==> src/inc/sbg_defines.vh <==
`ifndef SBG_DEFINES_VH
`define SBG_DEFINES_VH

// register byte offsets
`define SBG_OFF_RELOAD 8'h00
`define SBG_OFF_COUNT 8'h04
`define SBG_OFF_CONFIG 8'h08
`define SBG_OFF_CONTROL 8'h0c
`define SBG_OFF_COUNT_HI 8'h10

// reset values
`define SBG_RST_RELOAD 8'h00
`define SBG_RST_COUNT 8'h00
`define SBG_RST_CONFIG 8'h20
`define SBG_RST_CONTROL 8'h00

// config register fields
`define SBG_CFG_MODE_B3 7
`define SBG_CFG_M02_RATE 6
`define SBG_CFG_WIDTH 5
`define SBG_CFG_RUN 4
`define SBG_CFG_DOUBLE 3
`define SBG_CFG_SRC 2
`define SBG_CFG_CKOE 1
`define SBG_CFG_TME 0

// control register fields
`define SBG_CTL_MODE_B0 7
`define SBG_CTL_MODE_B1 6
`define SBG_CTL_ADDR_MATCH 5
`define SBG_CTL_RX_EN 4
`define SBG_CTL_TX_B8 3
`define SBG_CTL_RX_B8 2
`define SBG_CTL_TX_FLAG 1
`define SBG_CTL_RX_FLAG 0

// serial modes
`define SBG_MODE_SHIFT 3'h0
`define SBG_MODE_UART8 3'h1
`define SBG_MODE_UART9F 3'h2
`define SBG_MODE_UART9V 3'h3
`define SBG_MODE_SPI 3'h4

// divisors in system clocks, and the last oversample index of a bit
`define SBG_PRESCALE 4'hc
`define SBG_DIV_M0_SLOW 8'h0c
`define SBG_DIV_M0_FAST 8'h04
`define SBG_DIV_M2_LOW 8'h40
`define SBG_DIV_M2_LOW_X2 8'h20
`define SBG_DIV_M2_HIGH 8'hc0
`define SBG_DIV_M2_HIGH_X2 8'h60
`define SBG_OVERSAMPLE 4'hf

// axi responses
`define SBG_RESP_OKAY 2'h0
`define SBG_RESP_SLVERR 2'h2

`endif

==> src/verilog/sbg_rate_generator.v <==
// Operation
// - 8-bit up-counter reloads from the 8-bit reload register on overflow.
// - overflow is the serial engine time base in modes 1 and 3.
// - while stopped, writing the reload register also loads the counter.
// - while running, reload writes leave the counter alone.
// - counter writes never touch the reload register.
// - clock output toggles on each overflow, half the overflow rate.
// - overflow pulse always feeds other peripherals, serial engine idle or not.
// - mode 0 rate is system clock over 12, or over 4 with source bit set.
// - mode 2 rate is clock times 2^double over 64, or over 192.
// - modes 1 and 3 rate follows 2^double/32 of clock/(12 or 1)/(256-reload).
// - timer mode disables serial; overflow sets the transmit flag.
// - timer mode: receive flag detects pin changes; ninth bit and enable gate irqs.
// - receive flag sets on falling edge if ninth bit 0 and enabled, on rising edge if ninth bit 1.
// - in power-down the pin detector is level-sensitive and wakes the processor.
// - timer mode may count timer 1 overflows, forming a cascaded timer.
// - clock-out enable drives the toggle clock onto the pin and masks receive irq.
// - counter counts system clock over 12 or undivided clock per source select.
// - clock out equals system clock over n*(256-reload), n is 24 or 2.
// - in timer mode the width bit picks 8-bit reload or 16-bit counting.
// - run bit clear stops the counter, set starts counting.
//
// Implementation choices: the register addresses and register access over AXI4-Lite.
`timescale 1ns/10ps
`include "sbg_defines.vh"

module sbg_rate_generator (
  input wire core_clk_i,
  input wire reset_i,
  input wire [7:0] s_axi_awaddr,
  input wire [2:0] s_axi_awprot,
  input wire s_axi_awvalid,
  output wire s_axi_awready,
  input wire [31:0] s_axi_wdata,
  input wire [3:0] s_axi_wstrb,
  input wire s_axi_wvalid,
  output wire s_axi_wready,
  output reg [1:0] s_axi_bresp,
  output reg s_axi_bvalid,
  input wire s_axi_bready,
  input wire [7:0] s_axi_araddr,
  input wire [2:0] s_axi_arprot,
  input wire s_axi_arvalid,
  output wire s_axi_arready,
  output reg [31:0] s_axi_rdata,
  output reg [1:0] s_axi_rresp,
  output reg s_axi_rvalid,
  input wire s_axi_rready,
  input wire receive_pin_i,
  input wire timer1_overflow_i,
  input wire power_down_i,
  input wire port_irq_enable_i,
  output reg generator_overflow_pulse_o,
  output reg generator_clock_out_o,
  output wire clock_out_oe_o,
  output reg serial_sample_tick_o,
  output reg serial_bit_tick_o,
  output reg serial_enable_o,
  output reg port_irq_o,
  output reg wake_o
);

  reg [7:0] baud_reload_value_r;
  reg [7:0] baud_counter_value_r;
  reg [7:0] count_hi_r;
  reg [7:0] port_config_reg_r;
  reg [7:0] port_control_reg_r;
  reg [3:0] presc_r;
  reg presc_tick_r;
  reg rx_meta_r;
  reg rx_sync_r;
  reg rx_prev_r;
  reg half_r;
  reg [3:0] sample_cnt_r;
  reg [7:0] rate_cnt_r;
  reg aw_full_r;
  reg w_full_r;
  reg [7:0] aw_addr_r;
  reg [7:0] w_data_r;
  reg w_lane0_r;

  wire timer_mode = port_config_reg_r[`SBG_CFG_TME];
  wire run = port_config_reg_r[`SBG_CFG_RUN];
  wire src_fast = port_config_reg_r[`SBG_CFG_SRC];
  wire dbl = port_config_reg_r[`SBG_CFG_DOUBLE];
  wire cko_en = port_config_reg_r[`SBG_CFG_CKOE];
  wire wide = port_config_reg_r[`SBG_CFG_WIDTH];
  wire addr_match = port_control_reg_r[`SBG_CTL_ADDR_MATCH];
  wire rx_en = port_control_reg_r[`SBG_CTL_RX_EN];
  wire tx_b8 = port_control_reg_r[`SBG_CTL_TX_B8];
  wire rx_b8 = port_control_reg_r[`SBG_CTL_RX_B8];
  wire [2:0] mode = {port_config_reg_r[`SBG_CFG_MODE_B3],
                     port_control_reg_r[`SBG_CTL_MODE_B0],
                     port_control_reg_r[`SBG_CTL_MODE_B1]};

  // ---------------- register bus ----------------
  assign s_axi_awready = ~aw_full_r & ~s_axi_bvalid;
  assign s_axi_wready = ~w_full_r & ~s_axi_bvalid;
  assign s_axi_arready = ~s_axi_rvalid;

  wire do_write = aw_full_r & w_full_r;
  wire wr_lane = do_write & w_lane0_r;
  wire wr_reload = wr_lane & (aw_addr_r == `SBG_OFF_RELOAD);
  wire wr_count = wr_lane & (aw_addr_r == `SBG_OFF_COUNT);
  wire wr_config = wr_lane & (aw_addr_r == `SBG_OFF_CONFIG);
  wire wr_control = wr_lane & (aw_addr_r == `SBG_OFF_CONTROL);
  wire wr_count_hi = wr_lane & (aw_addr_r == `SBG_OFF_COUNT_HI);
  // a write with lane 0 off is still answered, but stores nothing
  reg wr_mapped;
  always @* begin
    case (aw_addr_r)
      `SBG_OFF_RELOAD, `SBG_OFF_COUNT, `SBG_OFF_CONFIG: wr_mapped = 1'b1;
      `SBG_OFF_CONTROL, `SBG_OFF_COUNT_HI: wr_mapped = 1'b1;
      default: wr_mapped = 1'b0;
    endcase
  end

  // address and data may arrive in either order; each is held until both are in
  always @(posedge core_clk_i) begin
    if (reset_i) begin
      aw_full_r <= 1'b0;
      w_full_r <= 1'b0;
      aw_addr_r <= 8'h00;
      w_data_r <= 8'h00;
      w_lane0_r <= 1'b0;
      s_axi_bvalid <= 1'b0;
      s_axi_bresp <= `SBG_RESP_OKAY;
    end else begin
      if (s_axi_awvalid && s_axi_awready) begin
        aw_full_r <= 1'b1;
        aw_addr_r <= {s_axi_awaddr[7:2], 2'b00};
      end
      if (s_axi_wvalid && s_axi_wready) begin
        w_full_r <= 1'b1;
        w_data_r <= s_axi_wdata[7:0];
        w_lane0_r <= s_axi_wstrb[0];
      end
      if (do_write) begin
        aw_full_r <= 1'b0;
        w_full_r <= 1'b0;
        s_axi_bvalid <= 1'b1;
        s_axi_bresp <= wr_mapped ? `SBG_RESP_OKAY : `SBG_RESP_SLVERR;
      end else if (s_axi_bvalid && s_axi_bready) begin
        s_axi_bvalid <= 1'b0;
      end
    end
  end

  reg [7:0] rd_byte;
  reg rd_ok;
  always @* begin
    rd_byte = 8'h00;
    rd_ok = 1'b1;
    case ({s_axi_araddr[7:2], 2'b00})
      `SBG_OFF_RELOAD: rd_byte = baud_reload_value_r;
      `SBG_OFF_COUNT: rd_byte = baud_counter_value_r;
      `SBG_OFF_CONFIG: rd_byte = port_config_reg_r;
      `SBG_OFF_CONTROL: rd_byte = port_control_reg_r;
      `SBG_OFF_COUNT_HI: rd_byte = count_hi_r;
      default: rd_ok = 1'b0;
    endcase
  end

  always @(posedge core_clk_i) begin
    if (reset_i) begin
      s_axi_rvalid <= 1'b0;
      s_axi_rdata <= 32'h0000_0000;
      s_axi_rresp <= `SBG_RESP_OKAY;
    end else if (s_axi_arvalid && s_axi_arready) begin
      s_axi_rvalid <= 1'b1;
      s_axi_rdata <= {24'h00_0000, rd_byte};
      s_axi_rresp <= rd_ok ? `SBG_RESP_OKAY : `SBG_RESP_SLVERR;
    end else if (s_axi_rvalid && s_axi_rready) begin
      s_axi_rvalid <= 1'b0;
    end
  end

  // ---------------- counting ----------------
  always @(posedge core_clk_i) begin
    if (reset_i) begin
      presc_r <= 4'h0;
      presc_tick_r <= 1'b0;
    end else begin
      presc_tick_r <= (presc_r == `SBG_PRESCALE - 4'h1);
      if (presc_r == `SBG_PRESCALE - 4'h1) begin
        presc_r <= 4'h0;
      end else begin
        presc_r <= presc_r + 4'h1;
      end
    end
  end

  // timer 1 cascade only in timer mode with the slow source and address-match bit
  wire cascade = timer_mode & ~src_fast & addr_match;
  reg count_tick;
  always @* begin
    if (cascade) begin
      count_tick = timer1_overflow_i;
    end else if (src_fast) begin
      count_tick = 1'b1;
    end else begin
      // the prescaler runs free, so the first slow tick after a start comes early
      count_tick = presc_tick_r;
    end
  end
  wire step = run & count_tick;
  // the high byte has no reload: 16-bit mode always counts the full range
  wire mode16 = timer_mode & wide;
  wire lo_wrap = step & (baud_counter_value_r == 8'hff);
  wire overflow = lo_wrap & (~mode16 | (count_hi_r == 8'hff));

  always @(posedge core_clk_i) begin
    if (reset_i) begin
      baud_reload_value_r <= `SBG_RST_RELOAD;
      baud_counter_value_r <= `SBG_RST_COUNT;
      count_hi_r <= `SBG_RST_COUNT;
    end else begin
      if (wr_reload) begin
        baud_reload_value_r <= w_data_r;
      end
      // software access wins over a count edge in the same cycle
      if (wr_count) begin
        baud_counter_value_r <= w_data_r;
      end else if (wr_reload && !run) begin
        baud_counter_value_r <= w_data_r;
      end else if (lo_wrap && !mode16) begin
        baud_counter_value_r <= baud_reload_value_r;
      end else if (step) begin
        baud_counter_value_r <= baud_counter_value_r + 8'h01;
      end
      if (wr_count_hi) begin
        count_hi_r <= w_data_r;
      end else if (lo_wrap && mode16) begin
        count_hi_r <= count_hi_r + 8'h01;
      end
    end
  end

  // overflow goes out in every mode, serial engine idle or not
  always @(posedge core_clk_i) begin
    if (reset_i) begin
      generator_overflow_pulse_o <= 1'b0;
      generator_clock_out_o <= 1'b0;
    end else begin
      generator_overflow_pulse_o <= overflow;
      if (overflow) begin
        generator_clock_out_o <= ~generator_clock_out_o;
      end
    end
  end

  // the pin mux outside takes the toggle output only while this enable is high
  assign clock_out_oe_o = cko_en;

  // ---------------- serial rate ticks ----------------
  wire var_mode = (mode == `SBG_MODE_UART8) | (mode == `SBG_MODE_UART9V);
  // without double rate every other overflow is an oversample tick: 2^dbl/32 overall
  wire sample_tick = overflow & (dbl | half_r);

  reg [7:0] div_limit;
  always @* begin
    div_limit = `SBG_DIV_M0_SLOW;
    case (mode)
      `SBG_MODE_SHIFT, `SBG_MODE_SPI:
        div_limit = src_fast ? `SBG_DIV_M0_FAST : `SBG_DIV_M0_SLOW;
      `SBG_MODE_UART9F: begin
        if (port_config_reg_r[`SBG_CFG_M02_RATE]) begin
          div_limit = dbl ? `SBG_DIV_M2_HIGH_X2 : `SBG_DIV_M2_HIGH;
        end else begin
          div_limit = dbl ? `SBG_DIV_M2_LOW_X2 : `SBG_DIV_M2_LOW;
        end
      end
      // reserved modes fall back to the slow fixed rate instead of stopping
      default: div_limit = `SBG_DIV_M0_SLOW;
    endcase
  end

  wire fixed_tick = (rate_cnt_r >= div_limit - 8'h01);

  always @(posedge core_clk_i) begin
    if (reset_i) begin
      half_r <= 1'b0;
      sample_cnt_r <= 4'h0;
      rate_cnt_r <= 8'h00;
      serial_sample_tick_o <= 1'b0;
      serial_bit_tick_o <= 1'b0;
      serial_enable_o <= 1'b0;
    end else begin
      serial_enable_o <= ~timer_mode;
      if (overflow) begin
        half_r <= ~half_r;
      end
      if (fixed_tick || var_mode || timer_mode) begin
        rate_cnt_r <= 8'h00;
      end else begin
        rate_cnt_r <= rate_cnt_r + 8'h01;
      end
      if (timer_mode) begin
        sample_cnt_r <= 4'h0;
        serial_sample_tick_o <= 1'b0;
        serial_bit_tick_o <= 1'b0;
      end else if (var_mode) begin
        serial_sample_tick_o <= sample_tick;
        if (sample_tick) begin
          sample_cnt_r <= sample_cnt_r + 4'h1;
        end
        serial_bit_tick_o <= sample_tick & (sample_cnt_r == `SBG_OVERSAMPLE);
      end else begin
        sample_cnt_r <= 4'h0;
        serial_sample_tick_o <= fixed_tick;
        serial_bit_tick_o <= fixed_tick;
      end
    end
  end

  // ---------------- receive pin detector ----------------
  always @(posedge core_clk_i) begin
    if (reset_i) begin
      rx_meta_r <= 1'b1;
      rx_sync_r <= 1'b1;
      rx_prev_r <= 1'b1;
    end else begin
      rx_meta_r <= receive_pin_i;
      rx_sync_r <= rx_meta_r;
      rx_prev_r <= rx_sync_r;
    end
  end

  wire rx_fall = rx_prev_r & ~rx_sync_r;
  wire rx_rise = ~rx_prev_r & rx_sync_r;
  wire rx_level_hit = rx_b8 ? rx_sync_r : ~rx_sync_r;
  wire rx_edge_hit = rx_b8 ? rx_rise : (rx_en & rx_fall);
  // in power-down the level detector keeps setting the flag while the pin stays active
  wire rx_hit = power_down_i ? (rx_en & rx_level_hit) : rx_edge_hit;
  wire tx_set = timer_mode & overflow;
  wire rx_set = timer_mode & rx_hit;

  // flags: hardware set wins over a software clear in the same cycle
  always @(posedge core_clk_i) begin
    if (reset_i) begin
      port_config_reg_r <= `SBG_RST_CONFIG;
      port_control_reg_r <= `SBG_RST_CONTROL;
    end else begin
      if (wr_config) begin
        port_config_reg_r <= w_data_r;
      end
      if (wr_control) begin
        port_control_reg_r <= w_data_r;
      end
      if (tx_set) begin
        port_control_reg_r[`SBG_CTL_TX_FLAG] <= 1'b1;
      end
      if (rx_set) begin
        port_control_reg_r[`SBG_CTL_RX_FLAG] <= 1'b1;
      end
    end
  end

  wire tx_flag = port_control_reg_r[`SBG_CTL_TX_FLAG];
  wire rx_flag = port_control_reg_r[`SBG_CTL_RX_FLAG];
  wire irq_timer = (tx_flag & tx_b8) | (rx_flag & rx_en & ~cko_en);
  wire irq_any = timer_mode ? irq_timer : (tx_flag | (rx_flag & ~cko_en));

  always @(posedge core_clk_i) begin
    if (reset_i) begin
      port_irq_o <= 1'b0;
      wake_o <= 1'b0;
    end else begin
      port_irq_o <= irq_any;
      wake_o <= power_down_i & port_irq_enable_i & irq_any;
    end
  end

endmodule

==> config.mk <==
export PLATFORM = sky130hd
export DESIGN_NAME = sbg_rate_generator
export DESIGN_NICKNAME = d
export VERILOG_FILES = /design/src/verilog/sbg_rate_generator.v
export VERILOG_INCLUDE_DIRS = /design/src /design/src/inc
export SDC_FILE = /design/constraint.sdc
export NUM_CORES = 1
export LEC_CHECK = 0
export BUFFER_PORTS_ARGS = -buffer_cell sky130_fd_sc_hd__buf_2
export CAP_MARGIN = 20
export CORE_MARGIN = 2
export CORE_UTILIZATION = 48
export CTS_CLUSTER_DIAMETER = 150
export DETAILED_ROUTE_END_ITERATION = 8
export PLACE_DENSITY = 0.76
export SLEW_MARGIN = 20
export SYNTH_ARGS = -nofsm -noshare
export SYNTH_HDL_FRONTEND = slang
export SYNTH_SLANG_ARGS = --single-unit
==> constraint.sdc <==
create_clock -name core_clk_i -period 2.4 [get_ports core_clk_i]
set_clock_uncertainty 0.2 [all_clocks]
set_input_delay 0.48 -clock core_clk_i [delete_from_list [all_inputs] [get_ports core_clk_i]]
set_output_delay 0.48 -clock core_clk_i [all_outputs]
set_load 0.1 [all_outputs]
==> metrics.csv, run 1 <==
stage,metric,value,unit
cells_and_area,fillcell total,880,
routing,WL/cell,15.4,um
global_routing,pin count of the biggest net entering global routing,74,
run_status,failing checks,setup timing,
placement,pre-CTS WS,-0.163,ns
yosys,mapped cell area,4770,um^2
sta,Rel. slew slack,54.1,%
clocking,H-tree levels,3,
yosys,fraction of registers with async set/reset,0,%
yosys,"Distinct cells, synth",64,
power_and_ir_drop,maximum vdd drop,0.000420,V
setup_path,worst endpoint required time,2.50,ns
setup_path,Worst R2R Setup Slack,-0.20,ns
power_and_ir_drop,leakage power,2.26,nW
setup_path,critical path launch point type,register,
placement,cell area after placement,5270,um^2
setup_path,critical path's slowest cell,dfxtp_4,
routing,DR pass1 iterations,5,
cells_and_area,Area growth syn-to-layout,16.5,%
floorplanning,io pins,118,
global_routing,vias in the first global route,3883,
sta,fin worst setup slack,-0.201,ns
global_routing,global-route wire length before repair,19.1,mm
floorplanning,floorplan core area,9730,um^2
global_routing,gr ovfl total,0,
hold_path,hold_sp,s_axi_rready,
yosys,dominant synthesized flop cell,dfxtp_1,
setup_path,worst r2r src,port_control_reg_r[7]$_SDFFE_PP0P_,
yosys,top-count cell post-synth,dfxtp_1,
yosys,"flops & latches, synth",97,
routing,met3 WL,827,um
floorplanning,DIE AREA,10700,um^2
routing,Routed WL,11.4,mm
routing,Max Used Layer,met4,
sta,Slew Limit Fails,0,
setup_path,total buffers and inverters traversed by the critical path,0,
yosys,syn avg cell area,8.88,um^2
clocking,CTS tree,yes,
routing,Remaining DRCs,0,
routing,Starting DRT DRC Count,273,
sta,RSZ-0062 raised after global routing,yes,
floorplanning,Initial Util,49.0,%
sta,Tcrit/Tclk final,108,%
yosys,post-synthesis sequential area ratio,40.7,%
sta,setup TNS,-1.82,ns
floorplanning,# rows,36,
run_status,status,"complete, but fails checks",
cells_and_area,nets,685,
sta,final hold vios,0,
setup_path,CP Capture Type,register,
global_routing,initial antenna violation count,0,
routing,met2 WL,5.11,mm
routing,Post-DRT Antenna Nets,0,
placement,post-DP HPWL,8.16,mm
cells_and_area,layout cell share with drive strength beyond 1,22.0,%
setup_path,Crit Path Category,reg -> reg,
setup_path,CP top delay family,adder cells,
yosys,dominant cells by area after synthesis,"dfxtp_1 (41%), mux2i_1 (6.9%), nor2_1 (4.6%)",
clocking,CTS Sinks,97,
yosys,Yosys top cell area share,40.7,%
routing,vias,4115,
clocking,Max Buffers Root-to-Sink,2,
sta,# setup viols final,10,
job,max_cap viols,0,
clocking,Worst-path clk slew,0.09,ns
yosys,Post-Syn Instances,537,
sta,fmax,384,MHz
sta,Hold WS,0.0986,ns
placement,port bufs,54,
sta,Tmin final,2.60,ns
floorplanning,Die Y,104,um
global_routing,overall routing resource usage,21.4,%
placement,GP Congestion,0.915,
clocking,worst skew pair latency,0.36,ns
yosys,Commonest cells post-synth,"dfxtp_1 (97), nor2_1 (59), nand2_1 (57)",
hold_path,Hold Crit Class,in -> reg,
routing,Vias/cell,5.55,
routing,routed length on met1,5.24,mm
setup_path,CP cell instances,nor3b_4 > ha_2 > ha_4 > xor2_1 > ha_1 > a21o_1 > a211o_1 > nor3_4 > o21ai_4 > nor2_2,
power_and_ir_drop,Cell Pwr Density,593,nW/um^2
setup_path,Critical path origin,port_control_reg_r[7]$_SDFFE_PP0P_,
yosys,Yosys Warn Count,0,
yosys,largest area contributor in the netlist,dfxtp_1,
clocking,Root Driver,clkbuf_8,
cells_and_area,ANT cells,0,
floorplanning,DIE WIDTH,104,um
setup_path,critical path's largest stage delay,0.37,ns
setup_path,CP max FO,7,
yosys,number of synthesized flops with an enable pin,0,
clocking,CTS Buf Count,9,
cells_and_area,cell area after layout,5560,um^2
setup_path,CP arrival,2.70,ns
sta,Worst Tran Pin Value,0.687,ns
## cell usage in the layout, fill, tap and decap left out, types with 4 or more instances in the layout
cell type,instances
xor2_1,13
a21boi_0,8
nor2_1,56
o21ai_0,16
inv_1,9
xnor2_1,7
a22oi_1,9
nor3_1,6
ha_1,11
a222oi_1,8
a21o_1,4
nand2_1,55
dfxtp_2,5
a221oi_1,8
a21oi_1,27
nand3_1,16
conb_1,26
dfxtp_1,90
and2_1,7
nor4_1,4
mux2i_1,33
or2_2,4
buf_2,54
buf_4,25
clkbuf_8,11
and3_1,11
nand4_1,12
## final timing paths
kind | end | depth (start not counted)
setup / recovery | rate_cnt_r[7]$_SDFF_PP0_ | 10
hold / removal | s_axi_rvalid$_SDFFE_PP0P_ | 2
setup reg to reg | rate_cnt_r[7]$_SDFF_PP0_ | 10
hold reg to reg | rx_sync_r$_SDFF_PP1_ | 1
## area by class of cell
type | instances | area, um^2 | share of cell area [%]
Timing Repair Buffer | 80 | 478 | 8.60
Sequential cell | 97 | 1960 | 35.2
Multi-Input combinational cell | 404 | 2690 | 48.4
Clock buffer | 13 | 180 | 3.24
Tap cell | 133 | 166 | 2.99
Inverter | 11 | 45.0 | 0.811
Clock inverter | 3 | 43.8 | 0.788
## report_power, final
part           switching (mW)  leakage (nW)  internal (mW)  total, mW
combinational           0.349          1.35         0.0810      0.430
clock                   0.558         0.115          0.605       1.16
sequential             0.0553         0.791           1.64       1.70
total                   0.962          2.26           2.33       3.29
## worst register-to-register path, stage by stage (launching register included)
cell and delay, ns:
dfxtp_4 0.37, nor3b_4 0.26, ha_2 0.26, ha_4 0.13, xor2_1 0.14, ha_1 0.27
a21o_1 0.20, a211o_1 0.30, nor3_4 0.17, o21ai_4 0.12, nor2_2 0.12
## metal layers
| metal | global-route usage (%) | up-vias |
|---|---|---|
| met1 | 30.1 | 1915 |
| met2 | 33.5 | 164 |
| met4 | 6.76 | 0 |
| met5 | 0 | - |
| li1 | - | 2013 |
| met3 | 3.78 | 23 |
## stage by stage
stage                     power, mW  instances  util [%]
after floorplan                2.12        562         -
final                          3.29        741      57.1
after detailed placement       2.17        723      54.1
after global routing           3.41        741      57.1
after global placement         2.16        723      54.1
after CTS                      3.30        741      56.8
## repair_timing
| item | 4_1_cts | 5_1_grt |
|---|---|---|
| gates cloned | 0 | 0 |
| hold buffers | 0 | 0 |
| resized for setup | 3 | 9 |
| pin swaps | 3 | 4 |
| endpoints found under the setup margin | 10 | 12 |
| buffers inserted | 2 | 0 |
## cell families after synthesis
| family | count (synthesis) | synth area share, % |
|---|---|---|
| simple gates | 206 | 22.0 |
| compound gates | 104 | 15.6 |
| flops | 97 | 40.7 |
| buf+inv | 61 | 7.08 |
| mux | 35 | 7.40 |
| xor+xnor | 20 | 3.67 |
| fa+ha+maj | 13 | 3.41 |
| other cells | 1 | 0.0786 |
## flip-flops by register name, indices dropped and copies added (netlist names), 4 cells and up
name	cells
baud_counter_value_r	8
baud_reload_value_r	8
count_hi_r	8
port_config_reg_r	8
port_control_reg_r	8
rate_cnt_r	8
s_axi_rdata	8
w_data_r	8
aw_addr_r	6
presc_r	4
sample_cnt_r	4
Note: power is estimated with default switching activity, not from simulation.
==> run 2: changes to the inputs <==
--- a/config.mk
+++ b/config.mk
@@ -9,10 +9,10 @@
 export BUFFER_PORTS_ARGS = -buffer_cell sky130_fd_sc_hd__buf_2
 export CAP_MARGIN = 20
 export CORE_MARGIN = 2
-export CORE_UTILIZATION = 48
+export CORE_UTILIZATION = 40
 export CTS_CLUSTER_DIAMETER = 150
 export DETAILED_ROUTE_END_ITERATION = 8
-export PLACE_DENSITY = 0.76
+export PLACE_DENSITY = 0.65
 export SLEW_MARGIN = 20
 export SYNTH_ARGS = -nofsm -noshare
 export SYNTH_HDL_FRONTEND = slang
==> metrics.csv, run 2 (synthesis results as in run 1) <==
stage,metric,value,unit,change
floorplanning,io pins,118,,unchanged
cells_and_area,fillcell total,1104,,+25%
setup_path,critical path launch point type,register,,
placement,Placed Cells,736,,+1.8%
clocking,Worst-path clk slew,0.06,ns,-0.03 ns
floorplanning,DIE AREA,12800,um^2,+19%
clocking,Root Driver,clkbuf_16,,
power_and_ir_drop,clock network fraction of design power,40.2,%,+4.9 points
setup_path,critical path's largest stage delay,0.37,ns,about the same
setup_path,CP max FO,7,,unchanged
placement,port bufs,54,,unchanged
power_and_ir_drop,cell-internal power,2.56,mW,+10%
setup_path,r2r worst-path depth,10,,unchanged
global_routing,overall routing resource usage,18.8,%,-2.6 points
floorplanning,DIE WIDTH,113,um,+9.2%
clocking,hold_buf cts,0,,unchanged
clocking,worst skew pair latency,0.34,ns,-0.02 ns
cells_and_area,"non-filler cells, final",754,,+1.8%
setup_path,CP Capture Type,register,,
floorplanning,# rows,39,,+8.3%
setup_path,CP cell instances,nor3b_4 > nand2_2 > ha_4 > xor2_1 > ha_1 > a21o_1 > a211o_1 > nor3_2 > o21ai_2 > nor2_1,,
sta,Worst Tran Pin Value,0.685,ns,-0.00201 ns
power_and_ir_drop,Comb pwr share,12.3,%,-0.8 points
power_and_ir_drop,sw power,1.00,mW,+4.3%
floorplanning,Die Y,113,um,+9.2%
sta,Slew Limit Fails,0,,unchanged
setup_path,FF-to-FF End,rate_cnt_r[7]$_SDFF_PP0_,,
global_routing,vias in the first global route,3886,,+0.077%
sta,final hold vios,0,,unchanged
placement,GP Congestion,0.931,,+1.8%
routing,Starting DRT DRC Count,290,,+6.2%
clocking,CTS tree,yes,,
clocking,CTS Buf Count,9,,unchanged
placement,post-DP HPWL,8.77,mm,+7.5%
setup_path,Worst R2R Setup Slack,-0.11,ns,+0.09 ns
cells_and_area,nets,689,,+0.58%
setup_path,CP arrival,2.59,ns,-0.11 ns
cells_and_area,most frequent cells in the layout,"dfxtp_1 (92), nor2_1 (57), nand2_1 (55)",,
power_and_ir_drop,leakage power,2.30,nW,+2.0%
run_status,failing checks,"DRC, setup timing",,
run_status,status,"complete, but fails checks",,
global_routing,global-route wire length before repair,19.4,mm,+1.4%
placement,cell area after placement,5300,um^2,+0.67%
setup_path,worst endpoint required time,2.48,ns,-0.02 ns
setup_path,worst r2r src,port_control_reg_r[7]$_SDFFE_PP0P_,,
sta,Rel. slew slack,54.2,%,+0.13 points
sta,fmax,398,MHz,+3.5%
cells_and_area,layout cell share with drive strength beyond 1,22.3,%,+0.22 points
routing,Vias/cell,5.39,,-3.0%
global_routing,pin count of the biggest net entering global routing,29,,-61%
global_routing,gr ovfl total,0,,unchanged
sta,Tmin final,2.51,ns,-0.0877 ns
sta,# setup viols final,10,,unchanged
hold_path,hold_sp,s_axi_rready,,
setup_path,critical path's slowest cell,dfxtp_4,,
power_and_ir_drop,Sw Ratio,28.1,%,-1.1 points
clocking,H-tree levels,3,,unchanged
power_and_ir_drop,Cell Pwr Density,628,nW/um^2,+5.9%
clocking,Max Buffers Root-to-Sink,2,,unchanged
floorplanning,floorplan core area,11500,um^2,+18%
cells_and_area,multi-input logic area,2700,um^2,+0.61%
sta,fin worst setup slack,-0.114,ns,+0.0877 ns
floorplanning,Initial Util,41.4,%,-7.6 points
cells_and_area,Layout Utilization,49.4,%,-7.8 points
global_routing,initial antenna violation count,0,,unchanged
routing,Post-DRT Antenna Nets,0,,unchanged
cells_and_area,ANT cells,0,,unchanged
routing,DR pass1 iterations,9,,+4
setup_path,Crit Path Category,reg -> reg,,
cells_and_area,cell area after layout,5680,um^2,+2.3%
setup_path,Critical path origin,port_control_reg_r[7]$_SDFFE_PP0P_,,
routing,Routed WL,11.8,mm,+3.4%
routing,vias,4063,,-1.3%
power_and_ir_drop,register share of total power,47.5,%,-4.1 points
cells_and_area,"commonest non-fill, non-tap cell in the layout",dfxtp_1,,
sta,Tcrit/Tclk final,105,%,-3.7 points
cells_and_area,Area growth syn-to-layout,19.2,%,
clocking,CTS Sinks,97,,unchanged
sta,RSZ-0062 raised after global routing,yes,,
routing,WL/cell,15.7,um,+1.6%
job,max_cap viols,0,,unchanged
hold_path,WHS Path Cells,2,,unchanged
hold_path,Worst Hold End,s_axi_rvalid$_SDFFE_PP0P_,,
power_and_ir_drop,maximum vdd drop,0.000468,V,+11%
cells_and_area,register area,1950,um^2,-0.13%
routing,Remaining DRCs,11,,+11
hold_path,Hold Crit Class,in -> reg,,
-- run 2: worst max path at each step --
stage,endpoint,slack (ns),depth (start not counted)
detailed placement,rate_cnt_r[3]$_SDFF_PP0_,-0.13,10
global placement,rate_cnt_r[7]$_SDFF_PP0_,-0.08,10
CTS,rate_cnt_r[7]$_SDFF_PP0_,-0.11,10
floorplan,rate_cnt_r[1]$_SDFF_PP0_,0.02,10
finish,rate_cnt_r[7]$_SDFF_PP0_,-0.11,10
global route,rate_cnt_r[7]$_SDFF_PP0_,-0.24,10
-- run 2: cell type report --
class                   instances  area share, %
multi-input cells             404           47.6
flip-flops and latches         97           34.4
repair buffers                 84           8.94
clock buffers                  11           4.27
well taps                     143           3.15
clock inverters                 4          0.924
inverters                      11          0.792
-- run 2: per-stage QoR --
step / setup slack, ns / setup TNS, ns / hold slack, ns / power (mW)
floorplan: 0.0202 / 0 / 0.189 / 2.12
global placement: -0.0807 / -0.711 / 0.204 / 2.16
CTS: -0.112 / -0.765 / 0.100 / 3.61
global route: -0.237 / -2.09 / 0.106 / 3.71
finish: -0.114 / -0.924 / 0.106 / 3.57
detailed placement: -0.126 / -0.972 / 0.207 / 2.17
-- run 2: what timing repair did --
item / in CTS / in global routing
endpoints found under the hold margin: 0 / 0
endpoints found under the setup margin: 10 / 10
resized for setup: 1 / 11
buffers inserted: 1 / 2
pin swaps: 4 / 5
-- run 2: metal layers --
layer	part of all wire (%)	track usage (%)
met3	6.5	4.34
met4	2.4	6.75
met5	0	0
met1	47	25.6
met2	44	29.3
-- run 2: power by group through the flow --
stage	logic [mW]	clock network, mW	registers [mW]
detailed placement	0.439	0	1.73
global route	0.467	1.54	1.70
CTS	0.439	1.47	1.70
floorplan	0.367	0	1.75
finish	0.439	1.43	1.70
global placement	0.432	0	1.73
-- run 2: critical path, delay by kind of cell (launching register included) --
family | cells | cell delay (ns)
and+or+nand+nor | 4 | 0.66
DFF | 1 | 0.37
adders and majority gates | 2 | 0.48
xor gates and xnor gates | 1 | 0.15
AOI/OAI and AO/OA | 3 | 0.59
